File: src/cog_pkg.sv
package cog_pkg;

   // Output count and widths.
   localparam int          NUM_OUT     = 8;
   localparam int          SYNC_W      = NUM_OUT + 1;
   localparam int          ADDR_W      = 12;
   localparam int          CNT_W       = 4;

   // Synchroniser reset value: enable pins idle high, power-good low.
   localparam logic [8:0]  SYNC_RESET  = 9'h0ff;
   localparam int          SYNC_PWR    = 8;

   // Clock rate and the output clock made from it.
   localparam int          CLK_PERIOD_NS  = 10;
   localparam int          OUT_DIV        = 2;
   localparam int          OUT_PERIOD_NS  = CLK_PERIOD_NS * OUT_DIV;

   // Latency figures in output clock periods.
   localparam int          ON_LAT_MIN      = 4;
   localparam int          LAT_MAX         = 12;
   localparam int          MIN_RUN         = 4;
   localparam int          ON_DELAY        = ON_LAT_MIN + 2;
   localparam int          OFF_DELAY       = MIN_RUN + 1;
   localparam logic [3:0]  ON_LAST         = 4'(ON_DELAY - 1);
   localparam logic [3:0]  OFF_LAST        = 4'(OFF_DELAY - 1);

   // Power-down qualification: rising output edges seen low.
   localparam logic [1:0]  PD_EDGES        = 2'h2;

   // Register map, byte addresses.
   localparam logic [11:0] REG_ENABLE      = 12'h000;
   localparam logic [11:0] REG_STATUS      = 12'h004;
   localparam logic [11:0] REG_IDENT       = 12'h008;
   localparam logic [7:0]  ENABLE_RESET    = 8'hff;

   // Status field positions.
   localparam int          STAT_RUN_LSB    = 0;
   localparam int          STAT_PIN_LSB    = 8;
   localparam int          STAT_PWR_BIT    = 16;
   localparam int          STAT_PDF_BIT    = 17;

   // Identification word; the value is arbitrary.
   localparam logic [31:0] IDENT_VALUE     = 32'h0000_c06a;

   // AXI responses.
   localparam logic [1:0]  RESP_OKAY       = 2'h0;
   localparam logic [1:0]  RESP_SLVERR     = 2'h2;

endpackage

File: src/cog_sync_if.sv
`timescale 1ns/100ps
`default_nettype none

// Carries raw asynchronous levels in and their settled copies out.
interface cog_sync_if;
   logic [8:0] raw;
   logic [8:0] stable;

   modport owner (output raw, input stable);
   modport sync  (input raw, output stable);
endinterface

`default_nettype wire

File: src/cog_sync.sv
`timescale 1ns/100ps
`default_nettype none

module cog_sync
(
   // Clock and reset.
   input  wire logic aclk,
   input  wire logic aresetn,
   // Levels to bring in.
   cog_sync_if.sync  port_sync
);

   typedef struct packed
   {
      logic [8:0] s1;
      logic [8:0] s2;
      logic [8:0] s3;
      logic [8:0] stable;
   } cog_sync_state_t;

   cog_sync_state_t r;
   cog_sync_state_t next_r;

   // Stage one feeds only stage two; a bit counts once stages two and
   // three agree, which filters a level caught mid-change.
   always_comb
   begin
      next_r    = r;
      next_r.s1 = port_sync.raw;
      next_r.s2 = r.s1;
      next_r.s3 = r.s2;
      for (int i = 0; i < cog_pkg::SYNC_W; i++)
      begin
         if (r.s2[i] == r.s3[i])
         begin
            next_r.stable[i] = r.s3[i];
         end
      end
   end

   // State register with synchronous reset.
   always_ff @(posedge aclk)
   begin
      if (!aresetn)
      begin
         r <= {4{cog_pkg::SYNC_RESET}};
      end
      else
      begin
         r <= next_r;
      end
   end

   assign port_sync.stable = r.stable;

endmodule

`default_nettype wire

File: src/cog_gate_top.sv
// Overview of operation
// Software holds one enable bit per output, set over the register bus.
// Each output has its own active-low enable pin, taken at any time.
// Software enable bits are active high and reset to enabled.
// A disabled output drives both legs of its pair low.
// An output runs only with its enable bit at 1 and its pin at 0.
// A re-enabled output restarts without glitches or runt pulses.
// After the pin falls the output starts within 4 to 12 output periods.
// When the pin rises the output stops cleanly with no cut pulse.
// After the pin rises at least four whole cycles still come out.
// After the pin rises the output is stopped within 12 periods.
// While power-good is low every output is held low on both legs; here only once two rising output edges have seen it low.
// Power-down seen on two rising output edges stops all at the fall.
// Pins are synchronised and the gate only changes in the low phase.
`timescale 1ns/100ps
`default_nettype none

module cog_gate_top
(
   // Clock and reset.
   input  wire logic        aclk,
   input  wire logic        aresetn,
   // Write address channel.
   input  wire logic [11:0] s_axi_awaddr,
   input  wire logic        s_axi_awvalid,
   output logic             s_axi_awready,
   // Write data channel.
   input  wire logic [31:0] s_axi_wdata,
   input  wire logic [3:0]  s_axi_wstrb,
   input  wire logic        s_axi_wvalid,
   output logic             s_axi_wready,
   // Write response channel.
   output logic [1:0]       s_axi_bresp,
   output logic             s_axi_bvalid,
   input  wire logic        s_axi_bready,
   // Read address channel.
   input  wire logic [11:0] s_axi_araddr,
   input  wire logic        s_axi_arvalid,
   output logic             s_axi_arready,
   // Read data channel.
   output logic [31:0]      s_axi_rdata,
   output logic [1:0]       s_axi_rresp,
   output logic             s_axi_rvalid,
   input  wire logic        s_axi_rready,
   // Asynchronous control pins.
   input  wire logic [7:0]  out_enable_n,
   input  wire logic        power_good_down_n,
   // Differential clock outputs.
   output logic [7:0]       diff_clock_out_p,
   output logic [7:0]       diff_clock_out_n
);

   // Everything the block remembers outside the synchroniser lives in one record: the divided
   // output clock, one gate and one dwell counter per pair, the
   // power-down edge count, the registered pair legs, the software
   // enables and the bus slave's held halves and answers.
   typedef struct packed
   {
      // Output clock generation and gating.
      logic             phase;
      logic [7:0]       gate;
      logic [7:0][3:0]  cnt;
      logic [1:0]       pd_cnt;
      logic [7:0]       out_p;
      logic [7:0]       out_n;
      // Software enables.
      logic [7:0]       sw_en;
      // Write side of the bus.
      logic             aw_got;
      logic [11:0]      aw_addr;
      logic             w_got;
      logic [31:0]      w_data;
      logic [3:0]       w_strb;
      logic             bvalid;
      logic [1:0]       bresp;
      // Read side of the bus.
      logic             rvalid;
      logic [31:0]      rdata;
      logic [1:0]       rresp;
   } cog_gate_state_t;

   // Reset value: every pair stopped low/low and every software enable
   // set, so the pins alone decide once the synchroniser has settled.
   localparam cog_gate_state_t STATE_RESET = '{
      phase:   1'b0,
      gate:    8'h00,
      cnt:     '0,
      pd_cnt:  2'h0,
      out_p:   8'h00,
      out_n:   8'h00,
      sw_en:   cog_pkg::ENABLE_RESET,
      aw_got:  1'b0,
      aw_addr: 12'h000,
      w_got:   1'b0,
      w_data:  32'h0000_0000,
      w_strb:  4'h0,
      bvalid:  1'b0,
      bresp:   cog_pkg::RESP_OKAY,
      rvalid:  1'b0,
      rdata:   32'h0000_0000,
      rresp:   cog_pkg::RESP_OKAY
   };

   cog_gate_state_t r;
   cog_gate_state_t next_r;

   cog_sync_if sync_bus ();

   logic [7:0] pin_n;
   logic       pwr_ok;
   logic       pd_force;

   // Word-aligned register decode shared by reads and writes. Low
   // address bits are ignored, so any byte inside a word selects it.
   function automatic logic is_mapped(input logic [11:0] addr);
      logic [11:0] word;
      word = {addr[11:2], 2'b00};
      return (word == cog_pkg::REG_ENABLE) ||
             (word == cog_pkg::REG_STATUS) ||
             (word == cog_pkg::REG_IDENT);
   endfunction

   // Word select of an address.
   function automatic logic [11:0] word_of(input logic [11:0] addr);
      return {addr[11:2], 2'b00};
   endfunction

   // Enable pins and power-good cross in through four flops. The
   // synchroniser resets to pins high and power low, so no pair can
   // start before real pin levels have been seen.
   assign sync_bus.raw = {power_good_down_n, out_enable_n};

   cog_sync u_sync
   (
      .aclk      (aclk),
      .aresetn   (aresetn),
      .port_sync (sync_bus)
   );

   // Settled pin levels in the bus clock domain. Only these copies
   // are read below; the raw pins never reach the gate logic.
   assign pin_n    = sync_bus.stable[7:0];
   assign pwr_ok   = sync_bus.stable[cog_pkg::SYNC_PWR];
   assign pd_force = (r.pd_cnt == cog_pkg::PD_EDGES);

   // Next-state logic for the clock gates and the bus slave.
   // Start budget: three or four cycles through the synchroniser, then
   // ON_DELAY low-phase boundaries, about eight output periods in all,
   // inside the four to twelve that the pins allow.
   // Stop budget: the same crossing, then OFF_DELAY boundaries during
   // which the running clock keeps going, so at least four whole cycles
   // leave the pair and it is parked within about seven periods.
   always_comb
   begin
      logic       want;
      logic [3:0] last;
      logic [31:0] rd;
      logic       aw_take;
      logic       w_take;
      want    = 1'b0;
      last    = 4'h0;
      rd      = 32'h0000_0000;
      aw_take = 1'b0;
      w_take  = 1'b0;
      next_r  = r;

      // The output clock is the bus clock divided by two.
      next_r.phase = ~r.phase;

      // Count rising output edges at which power-down is seen low. The
      // count saturates at two, and a rising-edge sample with power good
      // clears it, so a dip shorter than two edges never forces a stop.
      if (!r.phase)
      begin
         if (!pwr_ok)
         begin
            if (r.pd_cnt != cog_pkg::PD_EDGES)
            begin
               next_r.pd_cnt = r.pd_cnt + 2'h1;
            end
         end
         else
         begin
            next_r.pd_cnt = 2'h0;
         end
      end

      // Gates move only on the cycle before the low half begins.
      // A forced power-down beats the minimum run; otherwise a change of
      // want must hold for the whole dwell count, and one that reverts
      // early starts the count again.
      for (int i = 0; i < cog_pkg::NUM_OUT; i++)
      begin
         want = r.sw_en[i] & ~pin_n[i] & pwr_ok;
         last = want ? cog_pkg::ON_LAST : cog_pkg::OFF_LAST;
         if (r.phase)
         begin
            if (pd_force)
            begin
               next_r.gate[i] = 1'b0;
               next_r.cnt[i]  = 4'h0;
            end
            else if (want != r.gate[i])
            begin
               // Starting waits a few periods; stopping keeps the
               // running clock going for the full minimum.
               if (r.cnt[i] == last)
               begin
                  next_r.gate[i] = want;
                  next_r.cnt[i]  = 4'h0;
               end
               else
               begin
                  next_r.cnt[i] = r.cnt[i] + 4'h1;
               end
            end
            else
            begin
               next_r.cnt[i] = 4'h0;
            end
         end
      end

      // Pair legs follow the gate, so a stopped pair sits low/low and a
      // restart always begins with a whole low half on the p leg.
      for (int i = 0; i < cog_pkg::NUM_OUT; i++)
      begin
         next_r.out_p[i] = next_r.gate[i] & next_r.phase;
         next_r.out_n[i] = next_r.gate[i] & ~next_r.phase;
      end

      // Write address and data are taken in either order. Each ready
      // stays low while its own half is held, and both while the response
      // waits, so a second write can never overtake the first.
      aw_take = s_axi_awvalid & ~r.aw_got & ~r.bvalid;
      w_take  = s_axi_wvalid & ~r.w_got & ~r.bvalid;
      if (aw_take)
      begin
         next_r.aw_got  = 1'b1;
         next_r.aw_addr = s_axi_awaddr;
      end
      if (w_take)
      begin
         next_r.w_got  = 1'b1;
         next_r.w_data = s_axi_wdata;
         next_r.w_strb = s_axi_wstrb;
      end

      // Both halves present: perform the write and answer.
      if (r.aw_got && r.w_got)
      begin
         next_r.aw_got = 1'b0;
         next_r.w_got  = 1'b0;
         next_r.bvalid = 1'b1;
         if (!is_mapped(r.aw_addr))
         begin
            next_r.bresp = cog_pkg::RESP_SLVERR;
         end
         else
         begin
            next_r.bresp = cog_pkg::RESP_OKAY;
            if (word_of(r.aw_addr) == cog_pkg::REG_ENABLE && r.w_strb[0])
            begin
               next_r.sw_en = r.w_data[7:0];
            end
         end
      end
      else if (r.bvalid && s_axi_bready)
      begin
         next_r.bvalid = 1'b0;
      end

      // Read data for the addressed word.
      unique case (word_of(s_axi_araddr))
         cog_pkg::REG_ENABLE:
         begin
            rd[7:0] = r.sw_en;
         end
         cog_pkg::REG_STATUS:
         begin
            rd[cog_pkg::STAT_RUN_LSB +: 8] = r.gate;
            rd[cog_pkg::STAT_PIN_LSB +: 8] = pin_n;
            rd[cog_pkg::STAT_PWR_BIT]      = pwr_ok;
            rd[cog_pkg::STAT_PDF_BIT]      = pd_force;
         end
         cog_pkg::REG_IDENT:
         begin
            rd = cog_pkg::IDENT_VALUE;
         end
         default:
         begin
            rd = 32'h0000_0000;
         end
      endcase

      // One read at a time; the answer stands until rready. The word is
      // captured when the address is taken, so a later change of the
      // pins does not alter data already on offer.
      if (s_axi_arvalid && !r.rvalid)
      begin
         next_r.rvalid = 1'b1;
         next_r.rdata  = rd;
         next_r.rresp  = is_mapped(s_axi_araddr) ? cog_pkg::RESP_OKAY
                                                 : cog_pkg::RESP_SLVERR;
      end
      else if (r.rvalid && s_axi_rready)
      begin
         next_r.rvalid = 1'b0;
      end
   end

   // State register with synchronous reset.
   always_ff @(posedge aclk)
   begin
      if (!aresetn)
      begin
         r <= STATE_RESET;
      end
      else
      begin
         r <= next_r;
      end
   end

   // Handshake outputs.
   assign s_axi_awready = ~r.aw_got & ~r.bvalid;
   assign s_axi_wready  = ~r.w_got & ~r.bvalid;
   assign s_axi_bvalid  = r.bvalid;
   assign s_axi_bresp   = r.bresp;
   assign s_axi_arready = ~r.rvalid;
   assign s_axi_rvalid  = r.rvalid;
   assign s_axi_rdata   = r.rdata;
   assign s_axi_rresp   = r.rresp;

   // Clock outputs straight from flops, so no gate logic sits between
   // the register and the pins and no glitch can reach a pair.
   assign diff_clock_out_p = r.out_p;
   assign diff_clock_out_n = r.out_n;

endmodule

`default_nettype wire

File: config.mk
export PLATFORM = sky130hd
export DESIGN_NAME = cog_gate_top
export DESIGN_NICKNAME = d
export VERILOG_FILES = /design/src/cog_pkg.sv /design/src/cog_sync_if.sv /design/src/cog_sync.sv /design/src/cog_gate_top.sv
export SDC_FILE = /design/constraint.sdc
export NUM_CORES = 1
export LEC_CHECK = 0
export BUFFER_PORTS_ARGS = -buffer_cell sky130_fd_sc_hd__buf_2
export CAP_MARGIN = 20
export CORE_UTILIZATION = 49
export DETAILED_ROUTE_END_ITERATION = 10
export PLACE_DENSITY = 0.77
export SETUP_SLACK_MARGIN = 0.15
export SLEW_MARGIN = 5
export SYNTH_ARGS = -nofsm -noshare
export SYNTH_HDL_FRONTEND = slang
export SYNTH_HIERARCHICAL = 1
export SYNTH_SLANG_ARGS = --single-unit
export TNS_END_PERCENT = 20
File: constraint.sdc
create_clock -name aclk -period 1.65 [get_ports aclk]
set_clock_uncertainty 0.15 [all_clocks]
set_input_delay 0.0825 -clock aclk [delete_from_list [all_inputs] [get_ports aclk]]
set_output_delay 0.0825 -clock aclk [all_outputs]
set_load 0.1 [all_outputs]
Word level (Yosys, flattened, before mapping)
Index checks and enable logic that the tools add are counted.
{"block": "totals", "register_bits": 150, "elab_cells": 220, "mem_count": 0, "rom_bits": 0, "mem_bits_rw": 0, "out_inout_bits": 57, "latchBits": 0, "inputBits": 76}
{"block": "op_classes", "shift": 0, "multipliers": 0, "n_mux": 74, "reduce_logical": 18, "n_lt_le_gt_ge": 0, "n_div": 0, "n_eq_ne": 31, "n_bitwise": 52, "add_sub_neg": 9}
{"cell": "4-bit 2-to-1 mux", "n": 24}
{"cell": "1-bit 2-to-1 mux", "n": 44}
{"cell": "1-bit AND", "n": 38}
{"cell": "4-bit by 1-bit adder with 4-bit output, second input constant", "n": 8}
{"cell": "4-bit by 3-bit == test with 1-bit output", "n": 8}
{"cell": "8-bit case mux with 3 select lines", "n": 1}
{"cell": "10-bit by 1-bit == test with 1-bit output, second input constant", "n": 2}
{"cell": "10-bit by 2-bit == test with 1-bit output, second input constant", "n": 2}
{"cell": "10-bit logical NOT", "n": 2}
{"cell": "10-bit case mux with 2 select lines", "n": 1}
{"cell": "1-bit NOT", "n": 14}
{"cell": "1-bit == test", "n": 9}
{"cell": "2-bit 2-to-1 mux", "n": 4}
{"cell": "1-bit inequality test", "n": 8}
{"cell": "2-bit nonzero test", "n": 3}
{"cell": "1-bit logical AND", "n": 5}
{"cell": "1-bit logical OR", "n": 4}
{"cell": "3-bit AND reduction", "n": 1}
{"cell": "2-bit by 1-bit adder with 2-bit output, second input constant", "n": 1}
{"cell": "2-bit == test, second input constant", "n": 1}
{"cell": "2-bit inequality test, second input constant", "n": 1}
{"cell": "2-bit AND reduction", "n": 1}
{"cell": "2-bit OR reduction", "n": 1}
{"cell": "1-bit logical NOT", "n": 1}

Longest topological paths before layout
Gate-level depths: netlist (run 1).
{"block": "logic_depth", "depth_word": 10, "ltp_mapped": 7}

Cells and area by module
The synthesis (run 1) kept the hierarchy.
{"mod": "cog_gate_top", "n_inst": 1, "area_each_um2": 5315.1, "cells_each": 582}
{"mod": "cog_sync", "n_inst": 1, "area_each_um2": 1111.1, "cells_each": 102}

Worst setup path before layout (run 1)
OpenSTA, ideal clock, no wires.
{"block": "synth_timing", "path_kind": "register to register", "startpoint": "reg r, in the netlist s_axi_bvalid", "endpoint": "reg r[77] (netlist bit)", "path_stages_with_launch": 5, "path_buffers": 0, "slack_ns": -1.427, "required_time_ns": 1.382, "t_arrival_ns": 2.809, "setup_ns": 0.118, "cell_sequence": "dfxtp_1 > nor2_1 > nand2_1 > nand2_1 > a21boi_1"}
{"block": "synth_via", "elab_chain_len": 2}
{"item": "start: declaration", "line_no": "cog_gate_top.sv:104", "rtl": "cog_gate_state_t r;"}
{"item": "start signal: assignment", "line_no": "cog_gate_top.sv:321", "rtl": "r <= next_r;"}
{"item": "1-bit NOT", "line_no": "cog_gate_top.sv:235", "rtl": "aw_take = s_axi_awvalid & ~r.aw_got & ~r.bvalid;"}
{"item": "1-bit AND", "line_no": "cog_gate_top.sv:235"}
No other way between the ends.
A chain may end at the register's enable or synchronous reset.

Worst setup path after layout (run 1)
{"block": "layout_timing", "startpoint": "reg r[112] (netlist bit)", "endpoint": "reg r[153] (netlist bit)"}
{"block": "layout_via", "elab_chain_len": 3}
{"item": "2-bit == test", "line_no": "cog_gate_top.sv:144", "rtl": "assign pd_force = (r.pd_cnt == cog_pkg::PD_EDGES);"}
{"item": "1-bit 2-to-1 mux", "line_no": "cog_gate_top.sv:198", "rtl": "if (pd_force)"}
{"item": "1-bit 2-to-1 mux", "line_no": "cog_gate_top.sv:196", "rtl": "if (r.phase)"}
No other way between the ends.

==> summary.txt, run 1 <==
Status: finished, violations left
Violated checks: setup timing
Hold Path Class: in2reg
Layout cells sized above 1: 0.276
Static leakage: 0.00347 µW
Startpoint Class: register
Total gr overflow: 0
Leading area contributor after synthesis: dfxtp_1
DR WL/cell: 15.3 µm
Via count: 5073
Tightest Pin Transition: 0.524 ns
Global-route wire length before repair: 24200 µm
Area of the core: 12700 µm²
Die Ht: 117 µm
Main synth FF type: dfxtp_1
Initial antenna violation count: 0
CTS Buf Count: 17
Via density: 5.20
Pins Over Slew Limit: 0
# H-tree levels: 4
Synth cell types: 66
Clk_lat worst skew: 0.42 ns
Final WS setup: -0.0224 ns
Top cell type's share of synthesized area: 0.455
Clock tree sinks: 146
Clk root buf: clkbuf_16
Net count, final: 876
Min Tclk post-route: 1.67 ns
Die width: 117 µm
Cell area after layout: 8190 µm²
Inserted Diodes: 0
Initial Util: 0.505
GR Util met3: 0.0612
Final HPWL DP: 9490 µm
Slew headroom: 0.651
Crit path arrival time: 1.83 ns
Top-count cell post-synth: dfxtp_1
Site Rows: 41
CTS tree: done
Pre-CTS setup slack: -0.152 ns
Ranking of synthesized cells by area: dfxtp_1 45%, buf_4 7.6%, nand2_1 5.5%
IO Port Bufs: 85
Iter 0 DRT Violations: 185
Post-synth EDFFs: 0
Pin count of the biggest net entering global routing: 52
Num ports: 133
Max clock buf depth: 2
TritonRoute pass-1 iters: 4
Final hold viol count: 0
Fmax: 598 MHz
GRT Overall Usage: 0.236
Post-Syn Instances: 684
Worst Path Required: 1.81 ns
Power per Cell Area: 1040 nW/µm²
Max cap viols: 0
Synthesis-stage register bit count: 146
CP Capture Type: register
Final WL: 14900 µm
Endpoints failing setup: 5
Grt peak-use layer: met2
Area Growth Syn to Fin: 27.5%
Routability cong.: 0.865
Yosys warning total: 6
Final core utilization: 0.644
DP Area: 6780 µm²
DRC: 0
Synth Cell Area: 6430 µm²
Final period util: 1.01
Ys async rst share: 0
Vias in the first global route: 5147
DRT antenna net count: 0
Top cells by count, synth: 146 x dfxtp_1, 95 x nand2_1, 65 x buf_4
Clock transition at path regs: 0.06 ns
Syn avg cell area: 9.39 µm²
Sequential fraction of the synthesis area: 0.455
Worst vdd ir: 0.633 mV
Crit path max fanout: 7
Met2 usage in global routing: 0.411
Die ar.: 13600 µm²
RSZ-0062 raised after global routing: yes
Crit Path Class: reg2reg
Met1 Use GR: 0.270
==> layout make-up <==
type,instances,area (µm²)
Multi-Input combinational cell,447,3160
Clock buffer,23,468
Sequential cell,146,2940
Timing Repair Buffer,158,1180
Clock inverter,9,155
Fill cell,978,4530
Tap cell,172,215
Inverter,21,78.8
==> metrics by stage <==
step	std cells	hold slack, ns	setup TNS (ns)	power, µW
floorplan	699	0.00554	-2.05	4300
global placement	897	0.110	-0.709	4410
detailed placement	897	0.112	-2.22	4430
CTS	974	0.0194	-0.0901	8580
global route	976	0.0448	-0.565	8820
finish	976	0.0336	-0.0700	8550
==> logic make-up after synthesis <==
kind of cell               Yosys count  share of synthesized area
AOI/OAI and AO/OA                  152                      0.170
xor gates and xnor gates             8                     0.0109
adders and majority gates            9                     0.0175
buffers and inverters              106                      0.104
DFF                                146                      0.455
muxes                               12                     0.0187
other                                1                   0.000584
and+or+nand+nor                    250                      0.224
==> worst paths after layout <==
check             slack [ns]                           end  cells past startpoint                         start
hold reg to reg         0.26  u_sync/next_r[14]$_SDFF_PN1_                      1  u_sync/next_r[23]$_SDFF_PN1_
setup reg to reg       -0.02             r[153]$_SDFF_PN0_                      8           r[112]$_SDFFE_PN0P_
setup / recovery       -0.02             r[153]$_SDFF_PN0_                      8           r[112]$_SDFFE_PN0P_
hold / removal          0.03   s_axi_rresp[1]$_SDFFE_PN0P_                      3               s_axi_araddr[3]
==> critical path, cell delays in order (launching register included) <==
cell,delay [ns]
dfxtp_2,0.32
inv_2,0.06
ha_4,0.13
and3b_2,0.29
buf_12,0.16
buf_16,0.13
nand2_4,0.06
o2bb2ai_2,0.06
or2_1,0.21
==> layer usage <==
layer  share of wire  wire length (µm)
met1            0.43              6450
met5               0                 0
met3           0.051               759
met4           0.020               301
met2            0.50              7390
==> timing repair <==
item | CTS | global route
setup buffers | 5 | 2
gates cloned | 1 | 0
resized for setup | 51 | 22
setup endpoints to repair | 72 | 78
hold buffers | 39 | 0
pin swaps | 34 | 25
hold endpoints to repair | 39 | 0
==> cell usage in the layout (no fill, tap or decap), drive strengths merged, types with 12 or more instances in the layout <==
master,netlist,routed
a21boi,22,22
a21oi,20,20
and2,18,18
buf,73,116
clkbuf,12,26
conb,1,16
dfxtp,146,146
dlygate4sd3,0,37
inv,21,21
mux2i,12,12
nand2,96,96
nand2b,26,26
nor2,24,24
nor2b,19,19
o21ai,41,41
==> report_power, final <==
part	internal [µW]	switching (µW)	total [µW]
Clock	2610	1410	4020
Sequential	3610	62.9	3670
Combinational	314	548	862
Total	6530	2020	8550
==> registers in the layout, indices dropped and copies added, names as in the netlist <==
signal                   cells
s_axi_bvalid                 1
u_sync/port_sync.stable      9
r                           72
u_sync/r                     9
s_axi_rvalid                 1
s_axi_rdata                 18
s_axi_rresp                  1
diff_clock_out_n             8
s_axi_bresp                  1
diff_clock_out_p             8
u_sync/next_r               18
Note: power is estimated with default switching activity, not from simulation.
==> run 2, diff against run 1 <==
--- a/config.mk
+++ b/config.mk
@@ -7,9 +7,10 @@
 export LEC_CHECK = 0
 export BUFFER_PORTS_ARGS = -buffer_cell sky130_fd_sc_hd__buf_2
 export CAP_MARGIN = 20
-export CORE_UTILIZATION = 49
+export CORE_UTILIZATION = 51
+export CTS_BUF_LIST = sky130_fd_sc_hd__clkbuf_2
 export DETAILED_ROUTE_END_ITERATION = 10
-export PLACE_DENSITY = 0.77
+export PLACE_DENSITY = 0.8
 export SETUP_SLACK_MARGIN = 0.15
 export SLEW_MARGIN = 5
 export SYNTH_ARGS = -nofsm -noshare
==> summary.txt, run 2 (same netlist as run 1, synthesis figures left out) <==
Status: finished, violations left
Violated checks: setup timing
Worst r2r src: r[74]$_SDFFE_PP0P_
Max stage delay on crit path: 0.42 ns
Hold endpoint: r[154]$_SDFF_PN0_
Commonest non-fill, non-tap cell in the layout: dfxtp_1
Pin count of the biggest net entering global routing: 68
Clock transition at path regs: 0.26 ns
Vias in the first global route: 5333
Clock tree sinks: 146
Commonest non-fill, non-tap cells in the layout: 93 x dfxtp_1, 87 x nand2_1, 80 x dlygate4sd3_1, 44 x buf_2, 43 x buf_12
Area Growth Syn to Fin: 41.5%
Hold Path Origin: aresetn
Hold Path Class: in2reg
Min Tclk post-route: 1.76 ns
Clk pwr share: 0.298
FF-to-FF End: r[90]$_SDFFE_PN1P_
Final WS setup: -0.105 ns
Switching Share: 0.296
GRT Overall Usage: 0.259
Routability cong.: 0.770
TritonRoute pass-1 iters: 5
Switching pwr: 1980 µW
Final HPWL DP: 9120 µm
Pint: 4710 µW
Num ports: 133
Total power: 6690 µW
Combinational share of power: 0.154
RSZ-0062 raised after global routing: yes
Max FFs per register: 72
DRT antenna net count: 0
Slowest-stage cell, CP: dfxtp_4
Pins Over Slew Limit: 0
Startpoint Class: register
Initial antenna violation count: 1
Fmax: 570 MHz
# H-tree levels: 4
Crit path max fanout: 2
Power per Cell Area: 736 nW/µm²
Metal3 WL: 909 µm
Largest Register: r
Net count, final: 928
CP Capture Type: primary output
Hold_ws: 0.109 ns
Global-route wire length before repair: 26000 µm
Worst R2R Setup Slack: -0.03 ns
CTS tree: done
DR WL/cell: 16.6 µm
Max cap viols: 0
Final WL: 17000 µm
Iter 0 DRT Violations: 410
WL met1: 6600 µm
Static leakage: 0.00368 µW
Crit Path Class: reg2out
Layout cells sized above 1: 0.343
Worst vdd ir: 0.804 mV
CTS Buf Count: 17
Top Layer Used: met4
Area of the core: 12200 µm²
DRC: 0
Die Ht: 114 µm
Worst Hold Depth: 3
Final hold viol count: 0
Worst Path Required: 1.42 ns
Crit-path cells: nor2_4, buf_12
Crit path arrival time: 1.52 ns
Clk root buf: clkbuf_2
Initial Util: 0.528
Via density: 5.38
Part of the power in registers: 0.548
IO Port Bufs: 85
Site Rows: 40
Final period util: 1.06
R2R cell count: 7
Met2 routed wirelength: 8770 µm
Die ar.: 13100 µm²
Max clock buf depth: 2
Total gr overflow: 0
Die width: 114 µm
Via count: 5512
Endpoints failing setup: 11
Clk_lat worst skew: 0.76 ns
-- run 2: cell count changes in the layout (fill, tap and decap cells not counted), sizes merged, moves of 2 or more --
cell	change
buf	+14
clkinv	+5
clkbuf	-9
clkinvlp	+2
bufinv	-2
dlymetal6s4s	-2
dlygate4sd3	+43
-- run 2: layout make-up --
| type | count | area [µm²] |
|---|---|---|
| fill | 726 | 3070 |
| clock inverter | 15 | 141 |
| timing repair buffer | 210 | 2270 |
| clock buffer | 17 | 85.1 |
| antenna | 1 | 2.50 |
| sequential | 146 | 3020 |
| inverter | 21 | 81.3 |
| tap | 168 | 210 |
| multi-input combinational | 447 | 3290 |
-- run 2: through the flow --
| stage | area [µm²] | setup slack [ns] | cells | utilization | TNS (ns) |
|---|---|---|---|---|---|
| after floorplan | 6530 | -0.0958 | 699 | - | -2.05 |
| after global placement | 6750 | -0.133 | 890 | 0.555 | -1.23 |
| after detailed placement | 6750 | -0.145 | 890 | 0.555 | -2.56 |
| after CTS | 8830 | -0.0571 | 1015 | 0.726 | -0.161 |
| after global routing | 9090 | -0.180 | 1025 | 0.748 | -1.78 |
| final | 9090 | -0.105 | 1025 | 0.748 | -0.277 |
-- run 2: worst max path at each step --
| stage | start | to | slack (ns) |
|---|---|---|---|
| 3_5_place_dp | r[112]$_SDFFE_PN0P_ | r[152]$_SDFF_PN0_ | -0.15 |
| 2_1_floorplan | s_axi_bvalid$_SDFFE_PN0P_ | r[78]$_SDFFE_PN0P_ | -0.1 |
| 4_1_cts | s_axi_bvalid$_SDFFE_PN0P_ | s_axi_wready | -0.06 |
| 5_1_grt | s_axi_bvalid$_SDFFE_PN0P_ | s_axi_wready | -0.18 |
| 3_3_place_gp | r[112]$_SDFFE_PN0P_ | r[152]$_SDFF_PN0_ | -0.13 |
| 6_report | r[74]$_SDFFE_PP0P_ | s_axi_wready | -0.11 |
-- run 2: layer usage --
layer,vias up,global-route usage
met1,2626,0.284
met4,0,0.125
met3,62,0.0699
li1,2598,-
met5,-,0
met2,226,0.465
-- run 2: critical path: cells and delay by family, from the launching register on --
kind,cells,cell delay [ns]
and+or+nand+nor,1,0.15
buffers and inverters,1,0.19
DFF,1,0.42
-- run 2: power groups by stage --
stage               clock network, µW  logic, µW  registers [µW]
floorplan                           0        552            3740
global placement                    0        670            3740
detailed placement                  0        681            3740
CTS                              1980        947            3670
global route                     2170       1080            3680
finish                           1990       1030            3670
-- run 2: repair_timing --
item,in CTS,in global routing
gates resized for setup,275,43
cloned,1,0
endpoints found under the hold margin,139,0
pin swaps,39,43
setup endpoints to repair,98,113
setup buffers,12,9
hold buffers,80,0
